--- src/adc_frame_defines.svh ---
`ifndef ADC_FRAME_DEFINES_SVH
`define ADC_FRAME_DEFINES_SVH
`define RES_BITS 8
`define CNT_W 6
`define LEAD_ZEROS 6'h02
`define DATA_END 6'h0A
`define CAL_PWRUP_EDGES 6'h10
`define CAL_RUN_START 6'h11
`define CAL_RUN_END 6'h20
`define ACQ_TIME_NS 275
`define CLK_PERIOD_NS 20
`define ACQ_CYCLES ((`ACQ_TIME_NS + `CLK_PERIOD_NS - 1) / `CLK_PERIOD_NS)
`define ACQ_CNT_W 5
`endif

--- src/adc_frame_pkg.sv ---
package adc_frame_pkg;
    typedef enum logic [3:0] {
        ST_IDLE = 4'h1,
        ST_CONV = 4'h2,
        ST_HOLD = 4'h4,
        ST_CAL = 4'h8
    } frame_state_t;
endpackage

--- src/sync2.sv ---
`timescale 1ns/1ps
module sync2 (
    input wire logic mclk_i,
    input wire logic reset_i,
    input wire logic d_i,
    output logic q_o
);
    logic meta_q;
    logic meta_d;
    logic sync_d;
    always_comb begin
        meta_d = d_i;
        sync_d = meta_q;
    end
    always_ff @(posedge mclk_i) begin
        if (reset_i) begin
            meta_q <= 1'b1;
            q_o <= 1'b1;
        end else begin
            meta_q <= meta_d;
            q_o <= sync_d;
        end
    end
endmodule

--- src/sar_adc_frame.sv ---
`timescale 1ns/1ps
`include "adc_frame_defines.svh"
// Function
// chip select fall captures differential input and starts conversion
// host serial clock steps conversion and shifts data, no oscillator
// inputs isolated during conversion, acquisition resumes afterwards
// host runs 12 MHz serial clock for full throughput; host_model takes 8 mclk cycles per clock, 6.25 MHz
// user offset calibration at power-up or later, applied to results
// results are unsigned straight-binary 8-bit codes
// frame ends on chip select rise, output released
// zero on cs fall, second zero, eight bits, low after ten clocks
// host allows 275 ns acquisition before next sample
// first frame calibrates, output low, needs 16 falling edges
// host clock 0.016 to 12 MHz, 45-55 percent duty, cs high 60 ns
module sar_adc_frame (
    input wire logic mclk_i,
    input wire logic reset_i,
    input wire logic cs_n_i,
    input wire logic sclk_i,
    input wire logic [7:0] sample_code_i,
    output logic sdo_o,
    output logic sdo_oe_o,
    output logic sample_hold_o,
    output logic input_isolate_o,
    output logic acq_ready_o,
    output logic [7:0] result_o,
    output logic [7:0] offset_correction_store_o,
    output logic result_valid_o
);
    import adc_frame_pkg::*;
    logic cs_s;
    logic sclk_s;
    frame_state_t state_q, state_d;
    logic cs_prev_q, cs_prev_d;
    logic sclk_prev_q, sclk_prev_d;
    logic [`CNT_W-1:0] edge_q, edge_d;
    logic [7:0] samp_q, samp_d;
    logic [7:0] shift_q, shift_d;
    logic powered_q, powered_d;
    logic [`ACQ_CNT_W-1:0] acq_q, acq_d;
    logic sdo_d, oe_d, hold_d, iso_d, acqr_d, valid_d;
    logic [7:0] res_d, ocr_d;
    logic cs_fall, cs_rise, sclk_fall;
    logic [8:0] diff;

    // cs and sclk pins leave the link domain through two flops before any logic
    sync2 cs_sync (.mclk_i(mclk_i), .reset_i(reset_i), .d_i(cs_n_i), .q_o(cs_s));
    sync2 ck_sync (.mclk_i(mclk_i), .reset_i(reset_i), .d_i(sclk_i), .q_o(sclk_s));

    always_comb begin
        cs_fall = cs_prev_q & ~cs_s;
        cs_rise = ~cs_prev_q & cs_s;
        sclk_fall = sclk_prev_q & ~sclk_s & ~cs_s;
        // offset subtracted with floor at zero keeps code unsigned
        diff = {1'b0, samp_q} - {1'b0, offset_correction_store_o};
        state_d = state_q;
        cs_prev_d = cs_s;
        sclk_prev_d = sclk_s;
        edge_d = edge_q;
        samp_d = samp_q;
        shift_d = shift_q;
        powered_d = powered_q;
        acq_d = acq_q;
        sdo_d = sdo_o;
        oe_d = sdo_oe_o;
        hold_d = sample_hold_o;
        iso_d = input_isolate_o;
        acqr_d = acq_ready_o;
        res_d = result_o;
        ocr_d = offset_correction_store_o;
        valid_d = 1'b0;
        if (acq_q != '0) begin
            acq_d = acq_q - 1'b1;
        end else if (!input_isolate_o) begin
            acqr_d = 1'b1;
        end
        if (cs_fall) begin
            edge_d = '0;
            oe_d = 1'b1;
            sdo_d = 1'b0;
            acqr_d = 1'b0;
            hold_d = 1'b1;
            iso_d = 1'b1;
            if (!powered_q) begin
                state_d = ST_CAL;
            end else begin
                samp_d = sample_code_i;
                state_d = ST_CONV;
            end
        end else if (cs_rise) begin
            oe_d = 1'b0;
            sdo_d = 1'b0;
            if (state_q == ST_CAL) begin
                powered_d = 1'b1;
            end
            if (iso_d || state_q != ST_IDLE) begin
                iso_d = 1'b0;
                hold_d = 1'b0;
                acq_d = `ACQ_CNT_W'(`ACQ_CYCLES);
            end
            state_d = ST_IDLE;
        end else if (sclk_fall && edge_q != '1) begin
            edge_d = edge_q + 1'b1;
            case (state_q)
                ST_CONV: begin
                    if (edge_d == `LEAD_ZEROS - 6'h01) begin
                        shift_d = diff[8] ? 8'h00 : diff[7:0];
                        sdo_d = 1'b0;
                    end else if (edge_d <= `DATA_END) begin
                        sdo_d = shift_q[7];
                        shift_d = {shift_q[6:0], 1'b0};
                    end
                    if (edge_d == `DATA_END) begin
                        res_d = diff[8] ? 8'h00 : diff[7:0];
                        valid_d = 1'b1;
                        iso_d = 1'b0;
                        hold_d = 1'b0;
                        acq_d = `ACQ_CNT_W'(`ACQ_CYCLES);
                        state_d = ST_HOLD;
                    end
                end
                ST_HOLD: begin
                    sdo_d = 1'b0;
                    if (edge_d == `CAL_RUN_START) begin
                        iso_d = 1'b1;
                        // no acquisition can count while the inputs are cut off again
                        acqr_d = 1'b0;
                    end
                    if (edge_d == `CAL_RUN_END) begin
                        ocr_d = sample_code_i;
                        iso_d = 1'b0;
                        acq_d = `ACQ_CNT_W'(`ACQ_CYCLES);
                    end
                end
                ST_CAL: begin
                    sdo_d = 1'b0;
                    if (edge_d == `CAL_PWRUP_EDGES) begin
                        ocr_d = sample_code_i;
                        iso_d = 1'b0;
                        hold_d = 1'b0;
                        acq_d = `ACQ_CNT_W'(`ACQ_CYCLES);
                    end
                end
                default: begin
                    sdo_d = 1'b0;
                end
            endcase
        end
    end

    always_ff @(posedge mclk_i) begin
        if (reset_i) begin
            state_q <= ST_IDLE;
            cs_prev_q <= 1'b1;
            sclk_prev_q <= 1'b0;
            edge_q <= '0;
            samp_q <= 8'h00;
            shift_q <= 8'h00;
            powered_q <= 1'b0;
            acq_q <= '0;
            sdo_o <= 1'b0;
            sdo_oe_o <= 1'b0;
            sample_hold_o <= 1'b0;
            input_isolate_o <= 1'b0;
            acq_ready_o <= 1'b0;
            result_o <= 8'h00;
            offset_correction_store_o <= 8'h00;
            result_valid_o <= 1'b0;
        end else begin
            state_q <= state_d;
            cs_prev_q <= cs_prev_d;
            sclk_prev_q <= sclk_prev_d;
            edge_q <= edge_d;
            samp_q <= samp_d;
            shift_q <= shift_d;
            powered_q <= powered_d;
            acq_q <= acq_d;
            sdo_o <= sdo_d;
            sdo_oe_o <= oe_d;
            sample_hold_o <= hold_d;
            input_isolate_o <= iso_d;
            acq_ready_o <= acqr_d;
            result_o <= res_d;
            offset_correction_store_o <= ocr_d;
            result_valid_o <= valid_d;
        end
    end

    cs_fall_drives_a: assert property (@(posedge mclk_i) disable iff (reset_i)
        cs_fall |=> sdo_oe_o && !sdo_o && input_isolate_o)
        else $error("output not driven low after cs fall");
    cs_rise_release_a: assert property (@(posedge mclk_i) disable iff (reset_i)
        cs_rise |=> !sdo_oe_o)
        else $error("output not released after cs rise");
    cal_frame_low_a: assert property (@(posedge mclk_i) disable iff (reset_i)
        state_q == ST_CAL |-> !sdo_o)
        else $error("output high during calibration frame");
    first_frame_cal_a: assert property (@(posedge mclk_i) disable iff (reset_i)
        cs_fall && !powered_q |=> state_q == ST_CAL)
        else $error("first frame did not calibrate");
    tail_low_a: assert property (@(posedge mclk_i) disable iff (reset_i)
        state_q == ST_HOLD && $past(state_q) == ST_HOLD |-> !sdo_o)
        else $error("output not low after ten clocks");
    sample_capture_a: assert property (@(posedge mclk_i) disable iff (reset_i)
        cs_fall && powered_q |=> samp_q == $past(sample_code_i))
        else $error("sample not captured on cs fall");
    conv_end_a: assert property (@(posedge mclk_i) disable iff (reset_i)
        result_valid_o |-> !input_isolate_o ##1 acq_q != '0)
        else $error("inputs not reconnected after conversion");
    acq_wait_a: assert property (@(posedge mclk_i) disable iff (reset_i)
        $fell(input_isolate_o) && !cs_fall |-> !acq_ready_o [*2])
        else $error("acquisition ready too early");
    hold_isolated_a: assert property (@(posedge mclk_i) disable iff (reset_i)
        sample_hold_o |-> input_isolate_o)
        else $error("sample held while inputs connected");
    ready_isolated_a: assert property (@(posedge mclk_i) disable iff (reset_i)
        acq_ready_o |-> !input_isolate_o)
        else $error("acquisition ready while inputs isolated");
    conv_c: cover property (@(posedge mclk_i) disable iff (reset_i) result_valid_o);
    cal_c: cover property (@(posedge mclk_i) disable iff (reset_i) $changed(offset_correction_store_o));
    run_cal_c: cover property (@(posedge mclk_i) disable iff (reset_i)
        state_q == ST_HOLD && edge_q == `CAL_RUN_END);
    pwrup_cal_c: cover property (@(posedge mclk_i) disable iff (reset_i)
        state_q == ST_CAL && edge_q == `CAL_PWRUP_EDGES);
endmodule

--- config.mk ---
export PLATFORM = sky130hd
export DESIGN_NAME = sar_adc_frame
export DESIGN_NICKNAME = d
export VERILOG_FILES = /design/src/adc_frame_pkg.sv /design/src/sync2.sv /design/src/sar_adc_frame.sv
export VERILOG_INCLUDE_DIRS = /design/src
export SDC_FILE = /design/constraint.sdc
export NUM_CORES = 1
export LEC_CHECK = 0
export ABC_AREA = 1
export BUFFER_PORTS_ARGS = -buffer_cell sky130_fd_sc_hd__buf_4
export CAP_MARGIN = 20
export CORE_ASPECT_RATIO = 1.4
export CORE_MARGIN = 4
export CORE_UTILIZATION = 53
export CTS_CLUSTER_SIZE = 24
export DETAILED_ROUTE_END_ITERATION = 12
export MAX_ROUTING_LAYER = met4
export PLACE_DENSITY = 0.74
export SYNTH_ARGS = -nofsm -noshare
export SYNTH_HDL_FRONTEND = slang
export SYNTH_SLANG_ARGS = --single-unit
--- constraint.sdc ---
create_clock -name mclk_i -period 1.9 [get_ports mclk_i]
set_clock_uncertainty 0.1 [all_clocks]
set_input_delay 0.095 -clock mclk_i [delete_from_list [all_inputs] [get_ports mclk_i]]
set_output_delay 0.095 -clock mclk_i [all_outputs]
set_load 0.01 [all_outputs]
======== Yosys cells after proc, flatten, opt, wreduce, memory -nomap -nowiden ========
Index checks and enable logic that the tools add are counted.
word-level totals
  register bits ........................... 60
  bits in latches ......................... 0
  bits in writable memories ............... 0
  ROM bits ................................ 0
  input port bits ......................... 12
  logic and storage cells ................. 122
  memories ................................ 0
operators by class
  add/subtract/negate cells ............... 3
  multiply operators ...................... 0
  div/mod/pow operators ................... 0
  order comparisons ....................... 1
  eq/ne operators ......................... 17
  shift-type cells ........................ 0
  muxes and demuxes ....................... 46
  bitwise gates (word level) .............. 11
  reductions and logical operators ........ 24
operators by type and width
  cell                                                            count
  two-way mux 5 bit                                               8
  two-way mux 8 bit                                               5
  two-way mux 4 bit                                               6
  two-way mux 1 bit                                               23
  one-hot mux 8 bit (2 select lines)                              1
  one-hot mux 5 bit (3 select lines)                              1
  AND reduction 5 bit                                             3
  == test 6 x 5 -> 1 bit, second input constant                   2
  AND reduction 6 bit                                             2
  nonzero test 5 bit                                              2
  nonzero test 3 bit                                              3
  subtractor 8 x 8 -> 9 bit                                       1
  inverter 1 bit                                                  7
  adder 6 x 1 -> 6 bit, second input constant                     1
  == test 6 x 1 -> 1 bit, second input constant                   1
  == test 6 x 4 -> 1 bit, second input constant                   1
  == test 6 bit, second input constant                            1
  less-or-equal comparator 6 x 4 -> 1 bit, second input constant  1
  != test 6 bit, second input constant                            1
  AND reduction 2 bit                                             3
  AND reduction 3 bit                                             2
  nonzero test 2 bit                                              3
  != test 5 bit, second input constant                            1
  OR reduction 5 bit                                              1
  other kinds (19)                                                22

======== Depth between registers and ports, before layout ========
Gate-level depths: netlist of the first run.
  depth after elaboration ................. 8
  mapped depth ............................ 15
  gate-level depth less buffers ........... 14

======== Modules after synthesis ========
From an unflattened synthesis of the first run, not the netlist that was laid out.
second synthesis, totals
  cells, all modules ...................... 471
  area, all modules ....................... 3210.6 µm²
by module, submodules not included
  module         instances  cells each  area an instance (µm²)  seq. area each (µm²)
  sar_adc_frame  1          457         3093.0                  1121.1
  sync2          2          7           58.8                    40.0

======== Worst setup path before layout of the first run ========
Ideal clock, no wire load.
  path kind ............................... reg-to-reg
  start point ............................. reg offset_correction_store_o[0]
  end point ............................... reg result_o[1]
  library setup time ...................... 117 ps
  data arrival time ....................... 1810 ps
  data required time ...................... 1683 ps
  setup slack ............................. -127 ps
  stages on the path, launching flop included .. 11
  path buffers ............................ 1
  clock period less this slack ............ 2027 ps
  cells stage by stage .................... dfxtp_1 > ha_1 > inv_1 > fa_1 > nand3_1 > nand3_1 > nand4_1 > o211ai_1 > clkbuf_1 > a21oi_1 > nor2_1
between the ends
  word-level cells in the longest chain between the ends .. 2
RTL lines
  what                       line                  RTL
  start, declared            sar_adc_frame.sv:27   output logic [7:0] offset_correction_store_o,
  start signal, assigned     sar_adc_frame.sv:184  offset_correction_store_o <= ocr_d;
  subtractor 8 x 8 -> 9 bit  sar_adc_frame.sv:55   diff = {1'b0, samp_q} - {1'b0, offset_correction_store_o};
  two-way mux 8 bit          sar_adc_frame.sv:114  res_d = diff[8] ? 8'h00 : diff[7:0];
  end signal, assigned       sar_adc_frame.sv:183  result_o <= res_d;
  end, declared              sar_adc_frame.sv:26   output logic [7:0] result_o,
Every way passes these cells.
A chain may end at the register's enable or synchronous reset.

======== Worst setup path after layout of the first run ========
  start point ............................. reg edge_q[1]
  end point ............................... reg result_o[5]
between the ends
  word-level cells in the longest chain between the ends .. 3
RTL lines
  what                                                                          line                                        RTL
  start, declared                                                               sar_adc_frame.sv:36                         logic [`CNT_W-1:0] edge_q, edge_d;
  start signal, assigned                                                        sar_adc_frame.sv:173                        edge_q <= edge_d;
  adder 6 x 1 -> 6 bit / != test 6 bit (equally long branches)                  sar_adc_frame.sv:103, sar_adc_frame.sv:102
  == test 6 x 4 -> 1 bit (no line) / logical AND 1 bit (equally long branches)  -
  AND reduction 5 bit (no line) (*)                                             -
Every way passes the cells marked *; elsewhere a longest branch is shown, timed or not.

==> results of run 1 <==
==> cells by family after synthesis <==
| group | count (synthesis) | synth area share |
|---|---|---|
| xor gates and xnor gates | 3 | 0.00809 |
| AOI/OAI and AO/OA | 104 | 0.167 |
| adders and majority gates | 15 | 0.0601 |
| DFF | 60 | 0.370 |
| and+or+nand+nor | 210 | 0.306 |
| buffers and inverters | 73 | 0.0893 |
==> worst paths after layout <==
path / startpoint / to / slack, ns / cells past startpoint
max: edge_q[1]$_SDFFE_PP0P_ / result_o[5]$_SDFFE_PP0P_ / -0.08 / 11
max reg2reg: edge_q[1]$_SDFFE_PP0P_ / result_o[5]$_SDFFE_PP0P_ / -0.08 / 11
min reg2reg: ck_sync.meta_q$_SDFF_PP1_ / ck_sync.q_o$_SDFF_PP1_ / 0.32 / 1
min: ck_sync.meta_q$_SDFF_PP1_ / ck_sync.q_o$_SDFF_PP1_ / 0.32 / 1
==> state kept, by name, summed over array words and instances (netlist names), 4 cells and up <==
name and cells:
offset_correction_store_o 8, result_o 8, samp_q 8, shift_q 8, edge_q 6, acq_q 5, state_q 4
==> metrics by stage <==
| stage | util | power, mW | setup WS, ns |
|---|---|---|---|
| after floorplan | - | 1.82 | 0.00750 |
| after global placement | 0.648 | 2.07 | -0.0422 |
| after detailed placement | 0.648 | 2.09 | -0.121 |
| after CTS | 0.724 | 3.42 | -0.0183 |
| after global routing | 0.825 | 3.67 | -0.200 |
| final | 0.825 | 3.48 | -0.0824 |
==> cell type report <==
class	count	area (µm²)	area share
inverters	64	264	0.0542
well taps	70	87.6	0.0180
clock inverters	5	83.8	0.0172
repair inverters	1	6.26	0.00128
clock buffers	11	141	0.0290
repair buffers	99	856	0.176
multi-input cells	334	2220	0.456
flip-flops and latches	60	1210	0.249
==> power breakdown <==
group	total, mW	internal, mW	leakage [nW]	switching, mW
Sequential	1.36	1.32	0.491	0.0403
Combinational	0.804	0.354	1.61	0.450
Clock	1.32	0.779	0.106	0.539
Total	3.48	2.45	2.20	1.03
==> repair_timing <==
item | in CTS | in global routing
pin swaps | 3 | 41
hold buffers | 13 | 0
resized for setup | 18 | 127
endpoints found under the hold margin | 25 | 0
setup endpoints to repair | 27 | 39
buffers inserted | 7 | 13
cloned | 0 | 3
==> routing by layer <==
metal	vias to the layer above	wire length, µm
met5	-	0
met4	0	578
met3	46	303
met2	85	5550
met1	1638	3570
li1	1728	-
==> placed cells by master, fill, tap and decap left out, types with 8 or more instances in the layout <==
cell | netlist | final
nor2_1 | 55 | 48
dlygate4sd3_1 | 0 | 13
buf_6 | 1 | 8
o21ai_0 | 40 | 27
inv_1 | 56 | 47
o21ai_1 | 5 | 12
a21oi_1 | 50 | 35
nand2_4 | 3 | 12
buf_4 | 2 | 74
nand4_1 | 8 | 8
nand3_2 | 3 | 13
a21oi_2 | 0 | 12
nand3_1 | 31 | 17
nand2_2 | 9 | 17
inv_2 | 7 | 10
clkbuf_8 | 0 | 10
nand2_1 | 85 | 69
dfxtp_1 | 60 | 53
==> critical path, stage by stage (launching register included) <==
cell     delay [ns]
dfxtp_2        0.36
ha_4           0.17
nand2_4        0.08
o21ai_4        0.18
nand2_4        0.10
inv_4          0.09
nand3_4        0.09
nor3_4         0.22
buf_12         0.15
buf_8          0.11
o21ai_1        0.06
a21oi_1        0.18
==> results.cfg, run 1 <==
[cells_and_area]
areaGrowthSynthToFinish_pct = 49.9
layout.nets = 596
fin_cells = 644
drive_above_1_share = 0.395
nFillCells = 352
fin_area_um2 = 4870
diodes = 0

[power_and_ir_drop]
vdd_drop_max_v = 0.000485
leakagePower_nw = 2.20
cellPowerDensity_nw_per_um2 = 715

[floorplanning]
initial_utilization = 0.550
die_x_um = 74.2
die_area_um2 = 7470
num_rows = 33
ios = 34
dieHeight_um = 101
coreArea_um2 = 5900

[global_routing]
grt_max_degree = 43
grt-ovfl-total = 0
antenna_found_initial = 0
gr-usage-met3 = 0.0549
grt_pass1_vias = 3289
grt_use_total = 0.257
busiest_layer = met2
grt_pass1_wl_mm = 14.3
met2_usage = 0.436
use_met1 = 0.262

[synthesis]
seq_area_frac_synth = 0.370
yosys.area.top_type = dfxtp_1
ys_async_sr_fraction = 0
synthCells = 465
synth_cell_types = 35
synth.most_common_cell = nand2_1
syn_avg_cell_area_um2 = 6.99
synth_edf_count = 0
synth_ff_type = dfxtp_1
syn_area_um2 = 3250
synth_top_area_frac = 0.370
ys_seq_elements = 60
syn_nets = 492
yosys_warnings = 0
synth_area_leaders = dfxtp_1, nand2_1, a21oi_1
synth_commonest_cells = nand2_1, dfxtp_1, inv_1, nor2_1, a21oi_1

[setup_path]
crit_path_end_kind = register
arrival_ns = 2.15
critPathRequiredTime_ns = 2.07
critPathKind = register to register
cp_max_fo = 7
start_kind = register

[timing]
min_period_ns = 1.98
maxSlewViolCount = 0
fin_tns_setup_ns = -0.721
finalSetupViolCount = 19
fin_crit_sh = 1.04
hold_ws_ns = 0.315
worst_slew_pin_slew_ns = 0.431
fmax_mhz = 504
hold_violations = 0
relSlewSlack = 0.713
rsz0062_at_grt = yes
setup_slack_ns = -0.0824

[status]
violations = setup timing
status = complete, but fails checks

[clock_network]
htree_num_levels = 3
root_buffer = clkbuf_8
clk_latency_ns = 0.35
cts_tree = built
clk_pin_slew_ns = 0.08
clk_path_buf_depth = 2
numClockSinks = 60
cts_made_buffers = 9

[placed_design]
placed_cell_area_um2 = 3820
portBuffers = 33
dp_hpwl_mm = 6.18
placed_cells = 593
gp_congestion = 0.956

[drt]
drtIter0Drc = 121
final_antenna_net_count = 0
avgViaCountPerCell = 5.43
drt-total-wl_mm = 10.0
drtPass1Iterations = 4
wire_per_inst_um = 15.5
num_vias = 3497
drc_errors = 0

[flow_run]
maxCapViolations = 0

[min_path]
hp-class = register to register
Note: power is estimated with default switching activity, not from simulation.
==> inputs of run 2 (changes only) <==
--- a/config.mk
+++ b/config.mk
@@ -6,16 +6,15 @@
 export SDC_FILE = /design/constraint.sdc
 export NUM_CORES = 1
 export LEC_CHECK = 0
-export ABC_AREA = 1
 export BUFFER_PORTS_ARGS = -buffer_cell sky130_fd_sc_hd__buf_4
 export CAP_MARGIN = 20
 export CORE_ASPECT_RATIO = 1.4
 export CORE_MARGIN = 4
-export CORE_UTILIZATION = 53
+export CORE_UTILIZATION = 40
 export CTS_CLUSTER_SIZE = 24
 export DETAILED_ROUTE_END_ITERATION = 12
 export MAX_ROUTING_LAYER = met4
-export PLACE_DENSITY = 0.74
+export PLACE_DENSITY = 0.58
 export SYNTH_ARGS = -nofsm -noshare
 export SYNTH_HDL_FRONTEND = slang
 export SYNTH_SLANG_ARGS = --single-unit
==> run 2 against run 1 <==
  * The run still ends with setup timing left
  * Via count rose by 0.77%
  * Die area up 34%
  * Global-route usage decreased by 3.5 points
  * Synthesized cell count decreased by 13%
  * Setup slack got worse by 0.30 ns
  * Critical path type unchanged
  * Critical endpoint is now acq_q[2]$_SDFF_PP0_
  * Highest routed layer unchanged
==> results.cfg, run 2 <==
[cells_and_area]
fin_cells = 654
layout_common_cells = buf_4, dfxtp_1, nor2_1, nand2_1, buf_6
nFillCells = 652
seq_area_um2 = 1220
fin_area_um2 = 5550
areaGrowthSynthToFinish_pct = 64.0
layout.nets = 574
layout.cells.most_common = buf_4
multiInputGateArea_um2 = 2440
drive_above_1_share = 0.447
diodes = 0

[setup_path]
path_cells = ha_4 > buf_6 > and3_4 > a211oi_4 > or2_4 > buf_6 > o21ai_0 > a2111oi_1 > a211oi_1
cp_max_fo = 4
start_kind = register
arrival_ns = 2.38
cpLargestDelayFamily = compound AO/OA/AOI/OAI gates
startpoint = edge_q[0]$_SDFFE_PP0P_
cp.buffers_inverters = 2
critPathRequiredTime_ns = 2.00
critPathSlowestCell = a2111oi_1
crit_path_end_kind = register
slowest_delay_ns = 0.37
reg2reg_from = edge_q[0]$_SDFFE_PP0P_
critPathKind = register to register
path_common_cell = buf_6

[synthesis]
synth_top_area_frac = 0.355
yosys.area.top_type = dfxtp_1
yosys_warnings = 0
synth_commonest_cells = dfxtp_1, nor2_1, nand2_1, a21oi_1, o21ai_0
synth_ff_type = dfxtp_1
synth_edf_count = 0
synth_area_leaders = dfxtp_1, mux2i_1, nor2_1
seq_area_frac_synth = 0.355
ys_seq_elements = 60
synthCells = 403
syn_area_um2 = 3380
syn_avg_cell_area_um2 = 8.39
synth_cell_types = 62
syn_nets = 430
ys_async_sr_fraction = 0
synth.most_common_cell = dfxtp_1

[global_routing]
grt_use_total = 0.222
grt_pass1_vias = 3541
grt_pass1_wl_mm = 16.9
antenna_found_initial = 0
grt_max_degree = 48
grt-ovfl-total = 0

[power_and_ir_drop]
leakagePower_nw = 2.24
cellPowerDensity_nw_per_um2 = 617
vdd_drop_max_v = 0.000555
p_total_mw = 3.42

[drt]
drtPass1Iterations = 4
wire_per_inst_um = 16.3
avgViaCountPerCell = 5.39
drt-total-wl_mm = 10.7
num_vias = 3524
drc_errors = 0
drtIter0Drc = 126
final_antenna_net_count = 0

[clock_network]
clk_latency_ns = 0.33
numClockSinks = 60
cts_tree = built
clk_path_buf_depth = 2
root_buffer = clkbuf_16
clk_pin_slew_ns = 0.06
cts_made_buffers = 9
htree_num_levels = 3

[floorplanning]
dieHeight_um = 117
coreArea_um2 = 8200
die_area_um2 = 10000
ios = 34
initial_utilization = 0.412
die_x_um = 85.7
num_rows = 39

[status]
status = complete, but fails checks
violations = setup timing

[timing]
rsz0062_at_grt = yes
fin_crit_sh = 1.20
maxSlewViolCount = 0
fmax_mhz = 439
relSlewSlack = 0.652
worst_slew_pin_slew_ns = 0.522
fin_tns_setup_ns = -11.14
setup_slack_ns = -0.379
hold_violations = 0
min_period_ns = 2.28
finalSetupViolCount = 37

[placed_design]
gp_congestion = 0.870
portBuffers = 33
placed_cell_area_um2 = 4460
dp_hpwl_mm = 7.00
placed_cells = 604

[min_path]
hp-start = reset_i
hp-class = primary input to register

[flow_run]
maxCapViolations = 0
## run 2: changes by cell type in the layout (fill, tap and decap cells not counted), moves of 11 or more
cell     delta
a21oi_1    -13
a21oi_2    -11
buf_4      +36
buf_6      +17
inv_1      -34
mux2i_1    +19
nand2_1    -34
nand2_2    -15
nand3_1    -12
o21ai_0    -15
## run 2: layout make-up
class,count,area share
Clock buffer,9,0.0406
Clock inverter,7,0.0135
Inverter,20,0.0151
Multi-Input combinational cell,303,0.441
Sequential cell,60,0.220
Tap cell,102,0.0230
Timing Repair Buffer,153,0.247
## run 2: logic make-up after synthesis
| family | after synthesis | share of synthesized area |
|---|---|---|
| and+or+nand+nor | 162 | 0.255 |
| AOI/OAI and AO/OA | 95 | 0.191 |
| xor gates and xnor gates | 10 | 0.0259 |
| adders and majority gates | 15 | 0.0577 |
| muxes | 21 | 0.0629 |
| buffers and inverters | 40 | 0.0518 |
| DFF | 60 | 0.355 |
## run 2: power breakdown
part           internal [mW]  switching [mW]
Sequential              1.30          0.0331
Clock                   1.02           0.628
Combinational          0.217           0.221
Total                   2.54           0.883
## run 2: routing by layer
| layer | track usage | routed length (µm) | share of wire |
|---|---|---|---|
| met5 | - | 0 | 0 |
| met4 | 0.0929 | 255 | 0.024 |
| met3 | 0.0469 | 344 | 0.032 |
| met2 | 0.403 | 5950 | 0.56 |
| met1 | 0.232 | 4120 | 0.39 |
## run 2: final timing paths
path / cells past startpoint / endpoint / slack, ns
worst max register to register: 9 / acq_q[2]$_SDFF_PP0_ / -0.38
worst min-delay path: 2 / state_q[3]$_SDFFE_PP0P_ / 0.12
worst min register to register: 1 / cs_sync.q_o$_SDFF_PP1_ / 0.31
worst max-delay path: 9 / acq_q[2]$_SDFF_PP0_ / -0.38
## run 2: stage by stage
| stage | hold WS [ns] | util | worst slack (ns) |
|---|---|---|---|
| 2_1_floorplan | 0.0988 | - | -0.424 |
| 3_3_place_gp | 0.179 | 0.544 | -0.430 |
| 3_5_place_dp | 0.183 | 0.544 | -0.469 |
| 4_1_cts | 0.120 | 0.633 | -0.427 |
| 5_1_grt | 0.141 | 0.676 | -0.533 |
| 6_report | 0.123 | 0.676 | -0.379 |
## run 2: repair_timing
action	4_1_cts	5_1_grt
gates cloned	0	1
hold buffers	10	0
gates resized for setup	47	67
endpoints found under the setup margin	38	49
hold endpoints to repair	18	0
pin swaps	19	22
setup buffers	15	8
